## src/cevc_pkg.sv

```systemverilog
package cevc_pkg;

   // Register byte offsets on the Avalon-MM slave.
   localparam int ADDR_W = 6;
   localparam logic [5:0] OFF_UNIT = 6'h00;
   localparam logic [5:0] OFF_EVENT = 6'h04;
   localparam logic [5:0] OFF_CLEAR = 6'h08;
   localparam logic [5:0] OFF_START = 6'h0c;
   localparam logic [5:0] OFF_CMD = 6'h10;
   localparam logic [5:0] OFF_LIVE = 6'h14;
   localparam logic [5:0] OFF_CAPT = 6'h18;
   localparam logic [5:0] OFF_LIMIT = 6'h1c;
   localparam logic [5:0] OFF_STATE = 6'h20;
   localparam logic [5:0] OFF_IRQ_ST = 6'h24;
   localparam logic [5:0] OFF_IRQ_CLR = 6'h28;
   localparam logic [5:0] OFF_IRQ_EN = 6'h2c;

   // Field positions inside the three configuration registers and the command register.
   localparam int SEL_LSB = 0;
   localparam int COND_LSB = 4;
   localparam int CMD_CLEAR_BIT = 0;

   // Values after reset.
   localparam logic [2:0] RST_SEL = 3'h0;
   localparam logic [31:0] RST_LIMIT = 32'hffffffff;
   localparam logic [31:0] RST_COUNT = 32'h00000000;

   // Source input indices on the synchroniser.
   localparam int NUM_SRC = 6;
   localparam int SRC_FRAME = 0;
   localparam int SRC_EXPOSURE = 1;
   localparam int SRC_ROW = 2;
   localparam int SRC_LINK = 3;
   localparam int SRC_EXT = 4;
   localparam int SRC_CAPTURE = 5;

   // Selector codes; zero means Off for every selector.
   localparam logic [2:0] SEL_OFF = 3'h0;
   localparam logic [2:0] SEL_FRAME = 3'h1;
   localparam logic [2:0] SEL_EXPOSURE = 3'h2;
   localparam logic [2:0] SEL_ROW_OR_CAPTURE = 3'h3;
   localparam logic [2:0] SEL_LINK_OR_EXT = 3'h4;
   localparam logic [2:0] SEL_EXT_EVENT = 3'h5;

   // Interrupt status bit positions.
   localparam int IRQ_W = 3;
   localparam int IRQ_DONE = 0;
   localparam int IRQ_CLEAR = 1;
   localparam int IRQ_START = 2;

   typedef enum logic [2:0] {
      COND_EDGE_UP = 3'b000,
      COND_EDGE_DOWN = 3'b001,
      COND_EDGE_BOTH = 3'b010,
      COND_WHILE_HIGH = 3'b011,
      COND_WHILE_LOW = 3'b100
   } cevc_cond_t;

   typedef enum logic [1:0] {
      ST_IDLE = 2'b00,
      ST_ACTIVE = 2'b01,
      ST_DONE = 2'b10
   } cevc_state_t;

endpackage

```

## src/cevc_src_if.sv

```systemverilog
`timescale 1ns/1ns
// Synchronised source levels and their one-cycle edge pulses.
interface cevc_src_if #(parameter int N = 6);
   logic [N-1:0] level;
   logic [N-1:0] rise;
   logic [N-1:0] fall;
   modport drv (output level, output rise, output fall);
   modport use_side (input level, input rise, input fall);
endinterface

```

## src/cevc_sync.sv

```systemverilog
`timescale 1ns/1ns
module cevc_sync #(
   parameter int N = 6
) (
   // Clock and reset.
   input wire logic clk_sys,
   input wire logic arst_n,
   // Raw asynchronous source pins.
   input wire logic [N-1:0] raw_in,
   // Synchronised levels and edges.
   cevc_src_if.drv src
);

   logic [N-1:0] meta_reg;
   logic [N-1:0] sync_reg;
   logic [N-1:0] prev_reg;

   // Two-flop synchroniser followed by a previous-value register.
   always_ff @(posedge clk_sys or negedge arst_n) begin
      if (!arst_n) begin
         meta_reg <= '0;
         sync_reg <= '0;
         prev_reg <= '0;
      end else begin
         meta_reg <= raw_in;
         sync_reg <= meta_reg;
         prev_reg <= sync_reg;
      end
   end

   // Each edge gives a single pulse one cycle wide.
   assign src.level = sync_reg;
   assign src.rise = sync_reg & ~prev_reg;
   assign src.fall = ~sync_reg & prev_reg;

endmodule

```

## src/cevc_top.sv

```systemverilog
`timescale 1ns/1ns
module cevc_top (
   // Clock and reset.
   input wire logic clk_sys,
   input wire logic arst_n,
   // Avalon-MM slave.
   input wire logic [5:0] avs_address,
   input wire logic avs_read,
   input wire logic avs_write,
   input wire logic [31:0] avs_writedata,
   input wire logic [3:0] avs_byteenable,
   output logic [31:0] avs_readdata,
   output logic avs_waitrequest,
   // Camera source signals.
   input wire logic frame_window,
   input wire logic exposure_window,
   input wire logic row_window,
   input wire logic host_link_trigger,
   input wire logic external_trigger_in,
   input wire logic capture_window,
   // Interrupt.
   output logic irq
);

   cevc_src_if #(.N(cevc_pkg::NUM_SRC)) src ();

   logic [cevc_pkg::NUM_SRC-1:0] raw_src;
   logic [2:0] ev_sel_reg;
   logic count_edge_polarity_reg;
   logic [2:0] clr_sel_reg;
   logic [2:0] clear_condition_reg;
   logic [2:0] st_sel_reg;
   logic [2:0] start_condition_reg;
   logic [31:0] count_limit_reg;
   logic [31:0] live_count_reg;
   logic [31:0] live_count_next;
   logic [31:0] captured_count_reg;
   logic [31:0] captured_count_next;
   cevc_pkg::cevc_state_t state_reg;
   cevc_pkg::cevc_state_t state_next;
   logic hold_reg;
   logic [cevc_pkg::IRQ_W-1:0] irq_status_reg;
   logic [cevc_pkg::IRQ_W-1:0] irq_enable_reg;
   logic [cevc_pkg::IRQ_W-1:0] irq_event;
   logic [31:0] rd_mux;

   // Map a selector code onto one source bit; zero code always reads low.
   function automatic logic pick_src(input logic [5:0] v,
                                     input logic [2:0] code,
                                     input logic evt);
      logic r;
      r = 1'b0;
      case (code)
         cevc_pkg::SEL_FRAME: r = v[cevc_pkg::SRC_FRAME];
         cevc_pkg::SEL_EXPOSURE: r = v[cevc_pkg::SRC_EXPOSURE];
         cevc_pkg::SEL_ROW_OR_CAPTURE:
            r = evt ? v[cevc_pkg::SRC_ROW] : v[cevc_pkg::SRC_CAPTURE];
         cevc_pkg::SEL_LINK_OR_EXT:
            r = evt ? v[cevc_pkg::SRC_LINK] : v[cevc_pkg::SRC_EXT];
         cevc_pkg::SEL_EXT_EVENT: r = evt ? v[cevc_pkg::SRC_EXT] : 1'b0;
         default: r = 1'b0;
      endcase
      return r;
   endfunction

   // Decide whether a condition is met by a level and its edge pulses.
   function automatic logic cond_hit(input logic [2:0] c, input logic lv,
                                     input logic r, input logic f);
      logic h;
      h = 1'b0;
      case (cevc_pkg::cevc_cond_t'(c))
         cevc_pkg::COND_EDGE_UP: h = r;
         cevc_pkg::COND_EDGE_DOWN: h = f;
         cevc_pkg::COND_EDGE_BOTH: h = r | f;
         cevc_pkg::COND_WHILE_HIGH: h = lv;
         cevc_pkg::COND_WHILE_LOW: h = ~lv;
         default: h = 1'b0;
      endcase
      return h;
   endfunction

   // True for the two level conditions.
   function automatic logic is_level(input logic [2:0] c);
      return (c == cevc_pkg::COND_WHILE_HIGH) ||
             (c == cevc_pkg::COND_WHILE_LOW);
   endfunction

   // Merge write data into a register under byte enables.
   function automatic logic [31:0] be_merge(input logic [31:0] old_v,
                                            input logic [31:0] new_v,
                                            input logic [3:0] be);
      logic [31:0] m;
      m = old_v;
      for (int i = 0; i < 4; i++) begin
         if (be[i]) begin
            m[i*8 +: 8] = new_v[i*8 +: 8];
         end
      end
      return m;
   endfunction

   // Gather the pins; exposure window is high during each exposure.
   assign raw_src[cevc_pkg::SRC_FRAME] = frame_window;
   assign raw_src[cevc_pkg::SRC_EXPOSURE] = exposure_window;
   assign raw_src[cevc_pkg::SRC_ROW] = row_window;
   assign raw_src[cevc_pkg::SRC_LINK] = host_link_trigger;
   assign raw_src[cevc_pkg::SRC_EXT] = external_trigger_in;
   assign raw_src[cevc_pkg::SRC_CAPTURE] = capture_window;

   cevc_sync #(.N(cevc_pkg::NUM_SRC)) u_sync (
      .clk_sys(clk_sys),
      .arst_n(arst_n),
      .raw_in(raw_src),
      .src(src)
   );

   // Bus strobes: a request is taken in the cycle waitrequest is low.
   wire wr_take = avs_write & ~avs_waitrequest;
   wire [5:0] word_addr = {avs_address[5:2], 2'b00};
   wire wr_event = wr_take && word_addr == cevc_pkg::OFF_EVENT;
   wire wr_clear = wr_take && word_addr == cevc_pkg::OFF_CLEAR;
   wire wr_start = wr_take && word_addr == cevc_pkg::OFF_START;
   wire wr_limit = wr_take && word_addr == cevc_pkg::OFF_LIMIT;
   wire wr_irq_clr = wr_take && word_addr == cevc_pkg::OFF_IRQ_CLR;
   wire wr_irq_en = wr_take && word_addr == cevc_pkg::OFF_IRQ_EN;
   wire [31:0] limit_merged = be_merge(count_limit_reg, avs_writedata,
                                       avs_byteenable);
   wire sw_clr = wr_take && word_addr == cevc_pkg::OFF_CMD &&
                 avs_byteenable[0] &&
                 avs_writedata[cevc_pkg::CMD_CLEAR_BIT];

   // Event selection: the chosen edge of the chosen source, Off gives none.
   wire ev_rise = pick_src(src.rise, ev_sel_reg, 1'b1);
   wire ev_fall = pick_src(src.fall, ev_sel_reg, 1'b1);
   wire ev_hit = count_edge_polarity_reg ? ev_fall : ev_rise;

   // Hardware clear selection; Off suppresses it entirely.
   wire clr_on = clr_sel_reg != cevc_pkg::SEL_OFF;
   wire clr_cond = cond_hit(clear_condition_reg,
                            pick_src(src.level, clr_sel_reg, 1'b0),
                            pick_src(src.rise, clr_sel_reg, 1'b0),
                            pick_src(src.fall, clr_sel_reg, 1'b0));
   wire hw_clr = clr_on & clr_cond;

   // Start trigger selection: edges start, levels hold reset.
   wire st_on = st_sel_reg != cevc_pkg::SEL_OFF;
   wire st_lvl = is_level(start_condition_reg);
   wire st_cond = cond_hit(start_condition_reg,
                           pick_src(src.level, st_sel_reg, 1'b0),
                           pick_src(src.rise, st_sel_reg, 1'b0),
                           pick_src(src.fall, st_sel_reg, 1'b0));
   wire start_hold = st_on & st_lvl & st_cond;
   wire start_hit = st_on & ~st_lvl & st_cond;
   wire start_free = ~st_on | st_lvl;
   wire level_clr = start_hold | (hw_clr & is_level(clear_condition_reg));
   wire zero_any = start_hold | sw_clr | hw_clr |
                   (start_hit & (state_reg != cevc_pkg::ST_ACTIVE));
   wire capture = zero_any & ~hold_reg;
   wire [31:0] count_inc = live_count_reg + 32'h00000001;

   // Counter state machine; hold, then clears, then start, then counting.
   always_comb begin
      state_next = state_reg;
      live_count_next = live_count_reg;
      if (start_hold) begin
         state_next = cevc_pkg::ST_IDLE;
         live_count_next = cevc_pkg::RST_COUNT;
      end else if (sw_clr) begin
         state_next = cevc_pkg::ST_ACTIVE;
         live_count_next = cevc_pkg::RST_COUNT;
      end else if (hw_clr) begin
         live_count_next = cevc_pkg::RST_COUNT;
         if (state_reg == cevc_pkg::ST_DONE) state_next = cevc_pkg::ST_ACTIVE;
      end else if (start_hit && state_reg != cevc_pkg::ST_ACTIVE) begin
         state_next = cevc_pkg::ST_ACTIVE;
         live_count_next = cevc_pkg::RST_COUNT;
      end else begin
         case (state_reg)
            cevc_pkg::ST_IDLE:
               if (start_free) state_next = cevc_pkg::ST_ACTIVE;
            cevc_pkg::ST_ACTIVE: begin
               if (live_count_reg >= count_limit_reg) begin
                  state_next = cevc_pkg::ST_DONE;
               end else if (ev_hit) begin
                  live_count_next = count_inc;
                  if (count_inc >= count_limit_reg) begin
                     state_next = cevc_pkg::ST_DONE;
                  end
               end
            end
            cevc_pkg::ST_DONE: state_next = cevc_pkg::ST_DONE;
            default: state_next = cevc_pkg::ST_IDLE;
         endcase
      end
   end

   assign captured_count_next = capture ? live_count_reg : captured_count_reg;

   // Interrupt events: reaching the limit, a clear, an accepted start.
   assign irq_event[cevc_pkg::IRQ_DONE] =
      (state_next == cevc_pkg::ST_DONE) && (state_reg != cevc_pkg::ST_DONE);
   assign irq_event[cevc_pkg::IRQ_CLEAR] = capture;
   assign irq_event[cevc_pkg::IRQ_START] =
      start_hit && (state_reg != cevc_pkg::ST_ACTIVE);

   // Counter registers.
   always_ff @(posedge clk_sys or negedge arst_n) begin
      if (!arst_n) begin
         state_reg <= cevc_pkg::ST_IDLE;
         live_count_reg <= cevc_pkg::RST_COUNT;
         captured_count_reg <= cevc_pkg::RST_COUNT;
         hold_reg <= 1'b0;
      end else begin
         state_reg <= state_next;
         live_count_reg <= live_count_next;
         captured_count_reg <= captured_count_next;
         hold_reg <= level_clr;
      end
   end

   // Configuration registers written by software.
   always_ff @(posedge clk_sys or negedge arst_n) begin
      if (!arst_n) begin
         ev_sel_reg <= cevc_pkg::RST_SEL;
         count_edge_polarity_reg <= 1'b0;
         clr_sel_reg <= cevc_pkg::RST_SEL;
         clear_condition_reg <= 3'h0;
         st_sel_reg <= cevc_pkg::RST_SEL;
         start_condition_reg <= 3'h0;
         count_limit_reg <= cevc_pkg::RST_LIMIT;
         irq_enable_reg <= '0;
      end else begin
         if (wr_event && avs_byteenable[0]) begin
            ev_sel_reg <= avs_writedata[cevc_pkg::SEL_LSB +: 3];
            count_edge_polarity_reg <= avs_writedata[cevc_pkg::COND_LSB];
         end
         if (wr_clear && avs_byteenable[0]) begin
            clr_sel_reg <= avs_writedata[cevc_pkg::SEL_LSB +: 3];
            clear_condition_reg <= avs_writedata[cevc_pkg::COND_LSB +: 3];
         end
         if (wr_start && avs_byteenable[0]) begin
            st_sel_reg <= avs_writedata[cevc_pkg::SEL_LSB +: 3];
            start_condition_reg <= avs_writedata[cevc_pkg::COND_LSB +: 3];
         end
         if (wr_limit && limit_merged != 32'h00000000) begin
            count_limit_reg <= limit_merged;
         end
         if (wr_irq_en && avs_byteenable[0]) begin
            irq_enable_reg <= avs_writedata[cevc_pkg::IRQ_W-1:0];
         end
      end
   end

   // Sticky status: a new event wins over a clear in the same cycle.
   always_ff @(posedge clk_sys or negedge arst_n) begin
      if (!arst_n) begin
         irq_status_reg <= '0;
         irq <= 1'b0;
      end else begin
         irq_status_reg <= irq_event | (irq_status_reg &
            ~((wr_irq_clr && avs_byteenable[0]) ?
              avs_writedata[cevc_pkg::IRQ_W-1:0] : '0));
         irq <= |(irq_status_reg & irq_enable_reg);
      end
   end

   // Read selection; unmapped and write-only words read as zero.
   always_comb begin
      rd_mux = 32'h00000000;
      case (word_addr)
         cevc_pkg::OFF_UNIT: rd_mux = 32'h00000000;
         cevc_pkg::OFF_EVENT: rd_mux = {24'h000000, 3'h0,
            count_edge_polarity_reg, 1'b0, ev_sel_reg};
         cevc_pkg::OFF_CLEAR: rd_mux = {25'h0, clear_condition_reg,
            1'b0, clr_sel_reg};
         cevc_pkg::OFF_START: rd_mux = {25'h0, start_condition_reg,
            1'b0, st_sel_reg};
         cevc_pkg::OFF_LIVE: rd_mux = live_count_reg;
         cevc_pkg::OFF_CAPT: rd_mux = captured_count_reg;
         cevc_pkg::OFF_LIMIT: rd_mux = count_limit_reg;
         cevc_pkg::OFF_STATE: rd_mux = {29'h0, hold_reg, state_reg};
         cevc_pkg::OFF_IRQ_ST: rd_mux = {29'h0, irq_status_reg};
         cevc_pkg::OFF_IRQ_EN: rd_mux = {29'h0, irq_enable_reg};
         default: rd_mux = 32'h00000000;
      endcase
   end

   // One wait cycle per request; read data is loaded before it is taken.
   always_ff @(posedge clk_sys or negedge arst_n) begin
      if (!arst_n) begin
         avs_waitrequest <= 1'b1;
         avs_readdata <= 32'h00000000;
      end else begin
         avs_waitrequest <= ~((avs_read | avs_write) & avs_waitrequest);
         if (avs_read && avs_waitrequest) begin
            avs_readdata <= rd_mux;
         end
      end
   end
endmodule

```

## config.mk

```make
export PLATFORM = sky130hd
export DESIGN_NAME = cevc_top
export DESIGN_NICKNAME = d
export VERILOG_FILES = /design/src/cevc_pkg.sv /design/src/cevc_src_if.sv /design/src/cevc_sync.sv /design/src/cevc_top.sv
export SDC_FILE = /design/constraint.sdc
export NUM_CORES = 1
export LEC_CHECK = 0
export BUFFER_PORTS_ARGS = -buffer_cell sky130_fd_sc_hd__buf_2
export CAP_MARGIN = 20
export CORE_ASPECT_RATIO = 1.25
export CORE_MARGIN = 1.5
export CORE_UTILIZATION = 40
export DETAILED_ROUTE_END_ITERATION = 8
export GPL_TIMING_DRIVEN = 1
export PLACE_DENSITY = 0.69
export SLEW_MARGIN = 10
export SYNTH_ARGS = -nofsm -noshare
export SYNTH_HDL_FRONTEND = slang
export SYNTH_SLANG_ARGS = --single-unit
```

## constraint.sdc

```tcl
create_clock -name clk_sys -period 4.22 [get_ports clk_sys]
set_input_delay 0.844 -clock clk_sys [delete_from_list [all_inputs] [get_ports clk_sys]]
set_output_delay 0.844 -clock clk_sys [all_outputs]
set_load 0.02 [all_outputs]
```

---- Yosys cells after proc, flatten, opt, wreduce, memory -nomap -nowiden ----
Index checks and enable logic that the tools add are counted.
storage, ports and cells
  bits in registers ....................... 173
  logic and storage cells ................. 157
  input port bits ......................... 52
cells by class
  multiplexer cells ....................... 34
  magnitude comparators ................... 2
  add/sub/neg operators ................... 1
  eq/ne operators ......................... 38
  bitwise operators ....................... 33
  reduce and logical (&&, ||, !) cells .... 30
operators by type and width
  operator                 count
  $pmux W32 S9             1
  $mux W32                 7
  $ge A32 B32 Y1           2
  $add A32 B1 Y32 const B  1
  $mux W8                  4
  $reduce_bool A32 Y1      1
  $eq A3 B2 Y1 const B     10
  $pmux W1 S4              6
  $pmux W1 S5              4
  $eq A3 B3 Y1 const B     6
  $logic_and A1 B1 Y1      18
  $mux W2                  9
  $eq A4 B3 Y1 const B     4
  $eq A4 B4 Y1 const B     4
  $eq A3 B1 Y1 const B     5
  $and A6 B6 Y6            2
  $not A6 Y6               2
  $and A1 B1 Y1            10
  $reduce_bool A5 Y1       2
  $eq A4 B2 Y1 const B     2
  $or A1 B1 Y1             8
  $not A1 Y1               7
  $and A3 B3 Y3            2
  $logic_not A3 Y1         2
  16 further kinds         19

---- Longest topological paths before layout ----
  word-level depth ........................ 14
  gate-level depth with buffers ........... 17
  gate-level depth less buffers ........... 17

---- Hierarchy ----
A second synthesis with hierarchy kept.
second synthesis, totals
  cell total of the unflattened synthesis .. 1003
  area total of the unflattened synthesis .. 10131.0 um^2
by module, submodules not included
  module     cells each  area each (um^2)  times used
  cevc_top   973         9575.4            1
  cevc_sync  30          555.5             1

---- Least setup slack after synthesis ----
Ideal clock, no wire load.
  kind .................................... flip-flop to flip-flop
  start point ............................. register live_count_reg[0]
  end point ............................... register state_reg[1]
  library setup time ...................... 142 ps
  period minus slack after synthesis ...... 3898 ps
  cell stages (with the launch flop) ...... 16
  arrival time ............................ 3756 ps
  slack ................................... 322 ps
  path through ............................ dfrtp_1 ha_1 nand3_1 nor2_1 nand4_1 nor4_1 and3_1 nand3_1 xnor2_1 ha_1 and4_1 a221oi_1 a21boi_0 nor3_1 o311ai_0 a21oi_1
between the ends
  cells in the longest elaborated chain, start to end .. 10
  elaborated cells on any way between the ends .. 11
RTL lines
  what                     RTL line         text
  start, declared          cevc_top.sv:35   logic [31:0] live_count_reg;
  start signal, assigned   cevc_top.sv:210  live_count_reg <= cevc_pkg::RST_COUNT;
  start signal, assigned   cevc_top.sv:215  live_count_reg <= live_count_next;
  $add A32 B1 Y32          cevc_top.sv:159  wire [31:0] count_inc = live_count_reg + 32'h00000001;
  $ge A32 B32 Y1           cevc_top.sv:186  if (count_inc >= count_limit_reg) begin
  $mux W2                  cevc_top.sv:186
  $mux W2                  cevc_top.sv:184  end else if (ev_hit) begin
  $mux W2 *                cevc_top.sv:182  if (live_count_reg >= count_limit_reg) begin
  $pmux W2 S3 *            cevc_top.sv:178  case (state_reg)
  $mux W2 *                cevc_top.sv:174  end else if (start_hit && state_reg != cevc_pkg::ST_ACTIVE) begin
  $mux W2 *                cevc_top.sv:171  end else if (hw_clr) begin
  $mux W2 *                cevc_top.sv:168  end else if (sw_clr) begin
  $mux W2 *                cevc_top.sv:165  if (start_hold) begin
  named net state_next[1]  cevc_top.sv:40   cevc_pkg::cevc_state_t state_next;
  end signal, assigned     cevc_top.sv:209  state_reg <= cevc_pkg::ST_IDLE;
  end signal, assigned     cevc_top.sv:214  state_reg <= state_next;
  end, declared            cevc_top.sv:39   cevc_pkg::cevc_state_t state_reg;
The timed path passes the listed nets; every way through them passes the cells marked *.
A chain may end at the register's enable or synchronous reset.

---- Worst setup path in the final report ----
  start point ............................. register live_count_reg[0]
  end point ............................... register irq_status_reg[0] (netlist bit)
between the ends
  cells in the longest elaborated chain, start to end .. 13
  elaborated cells on any way between the ends .. 14
RTL lines
  what                     RTL line         text
  $add A32 B1 Y32          cevc_top.sv:159
  $ge A32 B32 Y1           cevc_top.sv:186
  $mux W2                  cevc_top.sv:186
  $mux W2                  cevc_top.sv:184
  $mux W2 *                cevc_top.sv:182
  $pmux W2 S3 *            cevc_top.sv:178
  $mux W2 *                cevc_top.sv:174
  $mux W2 *                cevc_top.sv:171
  $mux W2 *                cevc_top.sv:168
  $mux W2 *                cevc_top.sv:165
  named net state_next[0]  cevc_top.sv:40
  $eq A2 B2 Y1 *           cevc_top.sv:201  (state_next == cevc_pkg::ST_DONE) && (state_reg != cevc_pkg::ST_DONE);
  $logic_and A1 B1 Y1 *    cevc_top.sv:201
  $or A3 B3 Y3 *           cevc_top.sv:260  irq_status_reg <= irq_event | (irq_status_reg &
  end signal, assigned     cevc_top.sv:260
  end, declared            cevc_top.sv:42   logic [cevc_pkg::IRQ_W-1:0] irq_status_reg;
Marks and branches as above.

==> impl_metrics.tcl <==
set metrics [dict create \
    finalCritPeriodShare 0.943 \
    numCtsBuffers 17 \
    fillers 2362 \
    core-area_sq_um 25300 \
    grt_pass1_vias 8149 \
    p_seq_frac 0.433 \
    worstSkewPairLatency_ns 0.44 \
    skew_ns 0.0115 \
    start_util 0.407 \
    power_mw 4.56 \
    syn_to_final_growth_pct 14.9 \
    layout_common_cells "dfrtp_1 (140), nand2_1 (108), buf_2 (82)" \
    syn_nets 1108 \
    vias 8147 \
    synth.yosys.seq_area_share 0.425 \
    crit_buf_inv 1 \
    critical_path_class "reg2reg" \
    regArea_sq_um 4370 \
    relSlewSlack 0.382 \
    fin_util 0.468 \
    switching_share 0.337 \
    drt-vias-per-instance 5.70 \
    overflow 0 \
    p_int_mw 3.02 \
    power_density_nw_per_um2 385 \
    drc 0 \
    synth_seq_cells 173 \
    row_count 65 \
    holdWs_ns 0.352 \
    max_freq_mhz 251 \
    place_area_sq_um 11200 \
    critPathTopFamily "simple AND/OR/NAND/NOR gates" \
    setup-violations-final 0 \
    slowest_delay_ns 0.45 \
    final_common_cell "dfrtp_1" \
    first_pass_iters 5 \
    p_leak_nw 5.55 \
    globalplace.congestion 0.905 \
    start_kind "register" \
    clock-sinks 173 \
    yosys.cell_types.count 76 \
    p_clk_frac 0.349 \
    synth_area_per_cell_sq_um 10.4 \
    cp_max_fo 6 \
    ys_warn_count 0 \
    die_h_um 182 \
    worst_setup_path_end_kind "register" \
    ys.flop_type "dfrtp_1" \
    die-area_sq_um 26700 \
    gr-usage-met2 0.354 \
    netlist_area_sq_um 10300 \
    postCtsSetupBuffers 0 \
    io_buffers 83 \
    cp_common_cell "nand3_1" \
    cp_cell_sequence "ha_1 -> nand3_1 -> buf_4 -> nor3_1 -> and3_1 -> nand3_1 -> nor2_1 -> nand3_1 -> xnor2_1 -> ha_1 -> nand2_1 -> nor3_1 -> o21ai_0 -> and4_1 -> o31ai_2 -> a221oi_2 -> o31ai_1" \
    gr-usage-met3 0.0280 \
    fin_area_sq_um 11800 \
    grt_max_degree 72 \
    synthArstFlopShare 1.00 \
    switching_power_mw 1.53 \
    place_hpwl_mm 19.3 \
    met1_usage 0.266 \
    io_pins 86 \
    die_w_um 146 \
    min_path_type "reg2reg" \
    finalSetupTns_ns 0 \
    nets 1197 \
    wl_mm 27.1 \
    hold_violations 0 \
    synth-edff-count 0 \
    cap_violations 0 \
    antenna_found_initial 2 \
    arrival_ns 4.33 \
    place_ws_ns 0.0747 \
    fin_cells 1430 \
    drv_slew 0 \
    cts_tree "built" \
    drt_iter0_markers 723 \
    worst_slew_pin_slew_ns 0.904 \
    timing.final.crit_period_ns 3.98 \
    multi_input_area_sq_um 5520 \
    layout-drive-gt1-share 0.271 \
    crit_required_ns 4.57 \
    setup_ws_ns 0.240 \
    final_antenna_net_count 0 \
    cts.clk_slew.worst_paths_ns 0.08 \
    dp_cells 1396 \
    busiest_layer "met2" \
    track_usage 0.208 \
    grt_pass1_wl_mm 44.1 \
    root_buffer "clkbuf_16" \
    cp_slowest_cell "dfrtp_1" \
    p_comb_frac 0.218 \
    syn_inst 991 \
    ir_worst_vdd_mv 0.273 \
    clockBufferDepth 2 \
    h-tree-depth 4 \
    status "completed" \
    wire_per_inst_um 18.9 \
]
==> cell families after synthesis <==
family	share of synthesized area
AOI/OAI and AO/OA	0.122
xor gates and xnor gates	0.0528
adders and majority gates	0.0790
buffers and inverters	0.0455
DFF	0.425
muxes	0.115
and+or+nand+nor	0.161
==> synthesized netlist by cell type, types with 15 or more instances <==
master,count,area share
mux2_2,52,0.057
nor3_1,25,0.012
nor2_1,68,0.025
inv_1,42,0.015
mux2_4,30,0.044
a21oi_1,37,0.018
o21ai_0,54,0.026
clkbuf_1,34,0.012
xor2_1,48,0.041
nor4bb_1,15,0.015
dfrtp_1,140,0.34
nand2_1,108,0.039
nand4_1,18,0.011
dfstp_2,33,0.084
ha_1,65,0.079
a222oi_1,27,0.026
==> cell type report <==
type	count	share of cell area
Clock buffer	17	0.0360
Sequential cell	173	0.370
Antenna cell	2	0.000423
Clock inverter	15	0.0142
Multi-Input combinational cell	720	0.467
Timing Repair Buffer	126	0.0640
Inverter	42	0.0133
Tap cell	335	0.0354
==> metal layers <==
metal,wire length (um),share of wire
met1,11500,0.43
met2,13300,0.49
met3,1210,0.045
met4,1030,0.038
met5,0,0
==> path summary, 6_finish.rpt <==
check	startpoint	to	slack, ns	depth (start not counted)
max	live_count_reg[0]	irq_status_reg[0]	0.24	17
min	u_sync.meta_reg[4]	u_sync.src.level[4]	0.35	0
max reg2reg	live_count_reg[0]	irq_status_reg[0]	0.24	17
min reg2reg	u_sync.meta_reg[4]	u_sync.src.level[4]	0.35	0
max in group asynchronous	arst_n	count_limit_reg[14]	2.84	2
min in group asynchronous	arst_n	avs_readdata[30]	0.39	1
==> timing repair <==
item / CTS / global route
gates resized for setup: 0 / 10
setup endpoints to repair: 0 / 3
hold buffers: 0 / 0
endpoints found under the hold margin: 0 / 0
==> power groups by stage <==
stage                     Combinational [mW]  Clock (mW)  Sequential (mW)
after floorplan                        0.738           0             1.94
after global placement                 0.948           0             2.00
after detailed placement               0.965           0             2.00
after CTS                              0.975        1.63             1.97
after global routing                    1.09        1.69             1.99
final                                  0.992        1.59             1.97
No activity file was read; power rests on OpenSTA's default activity.
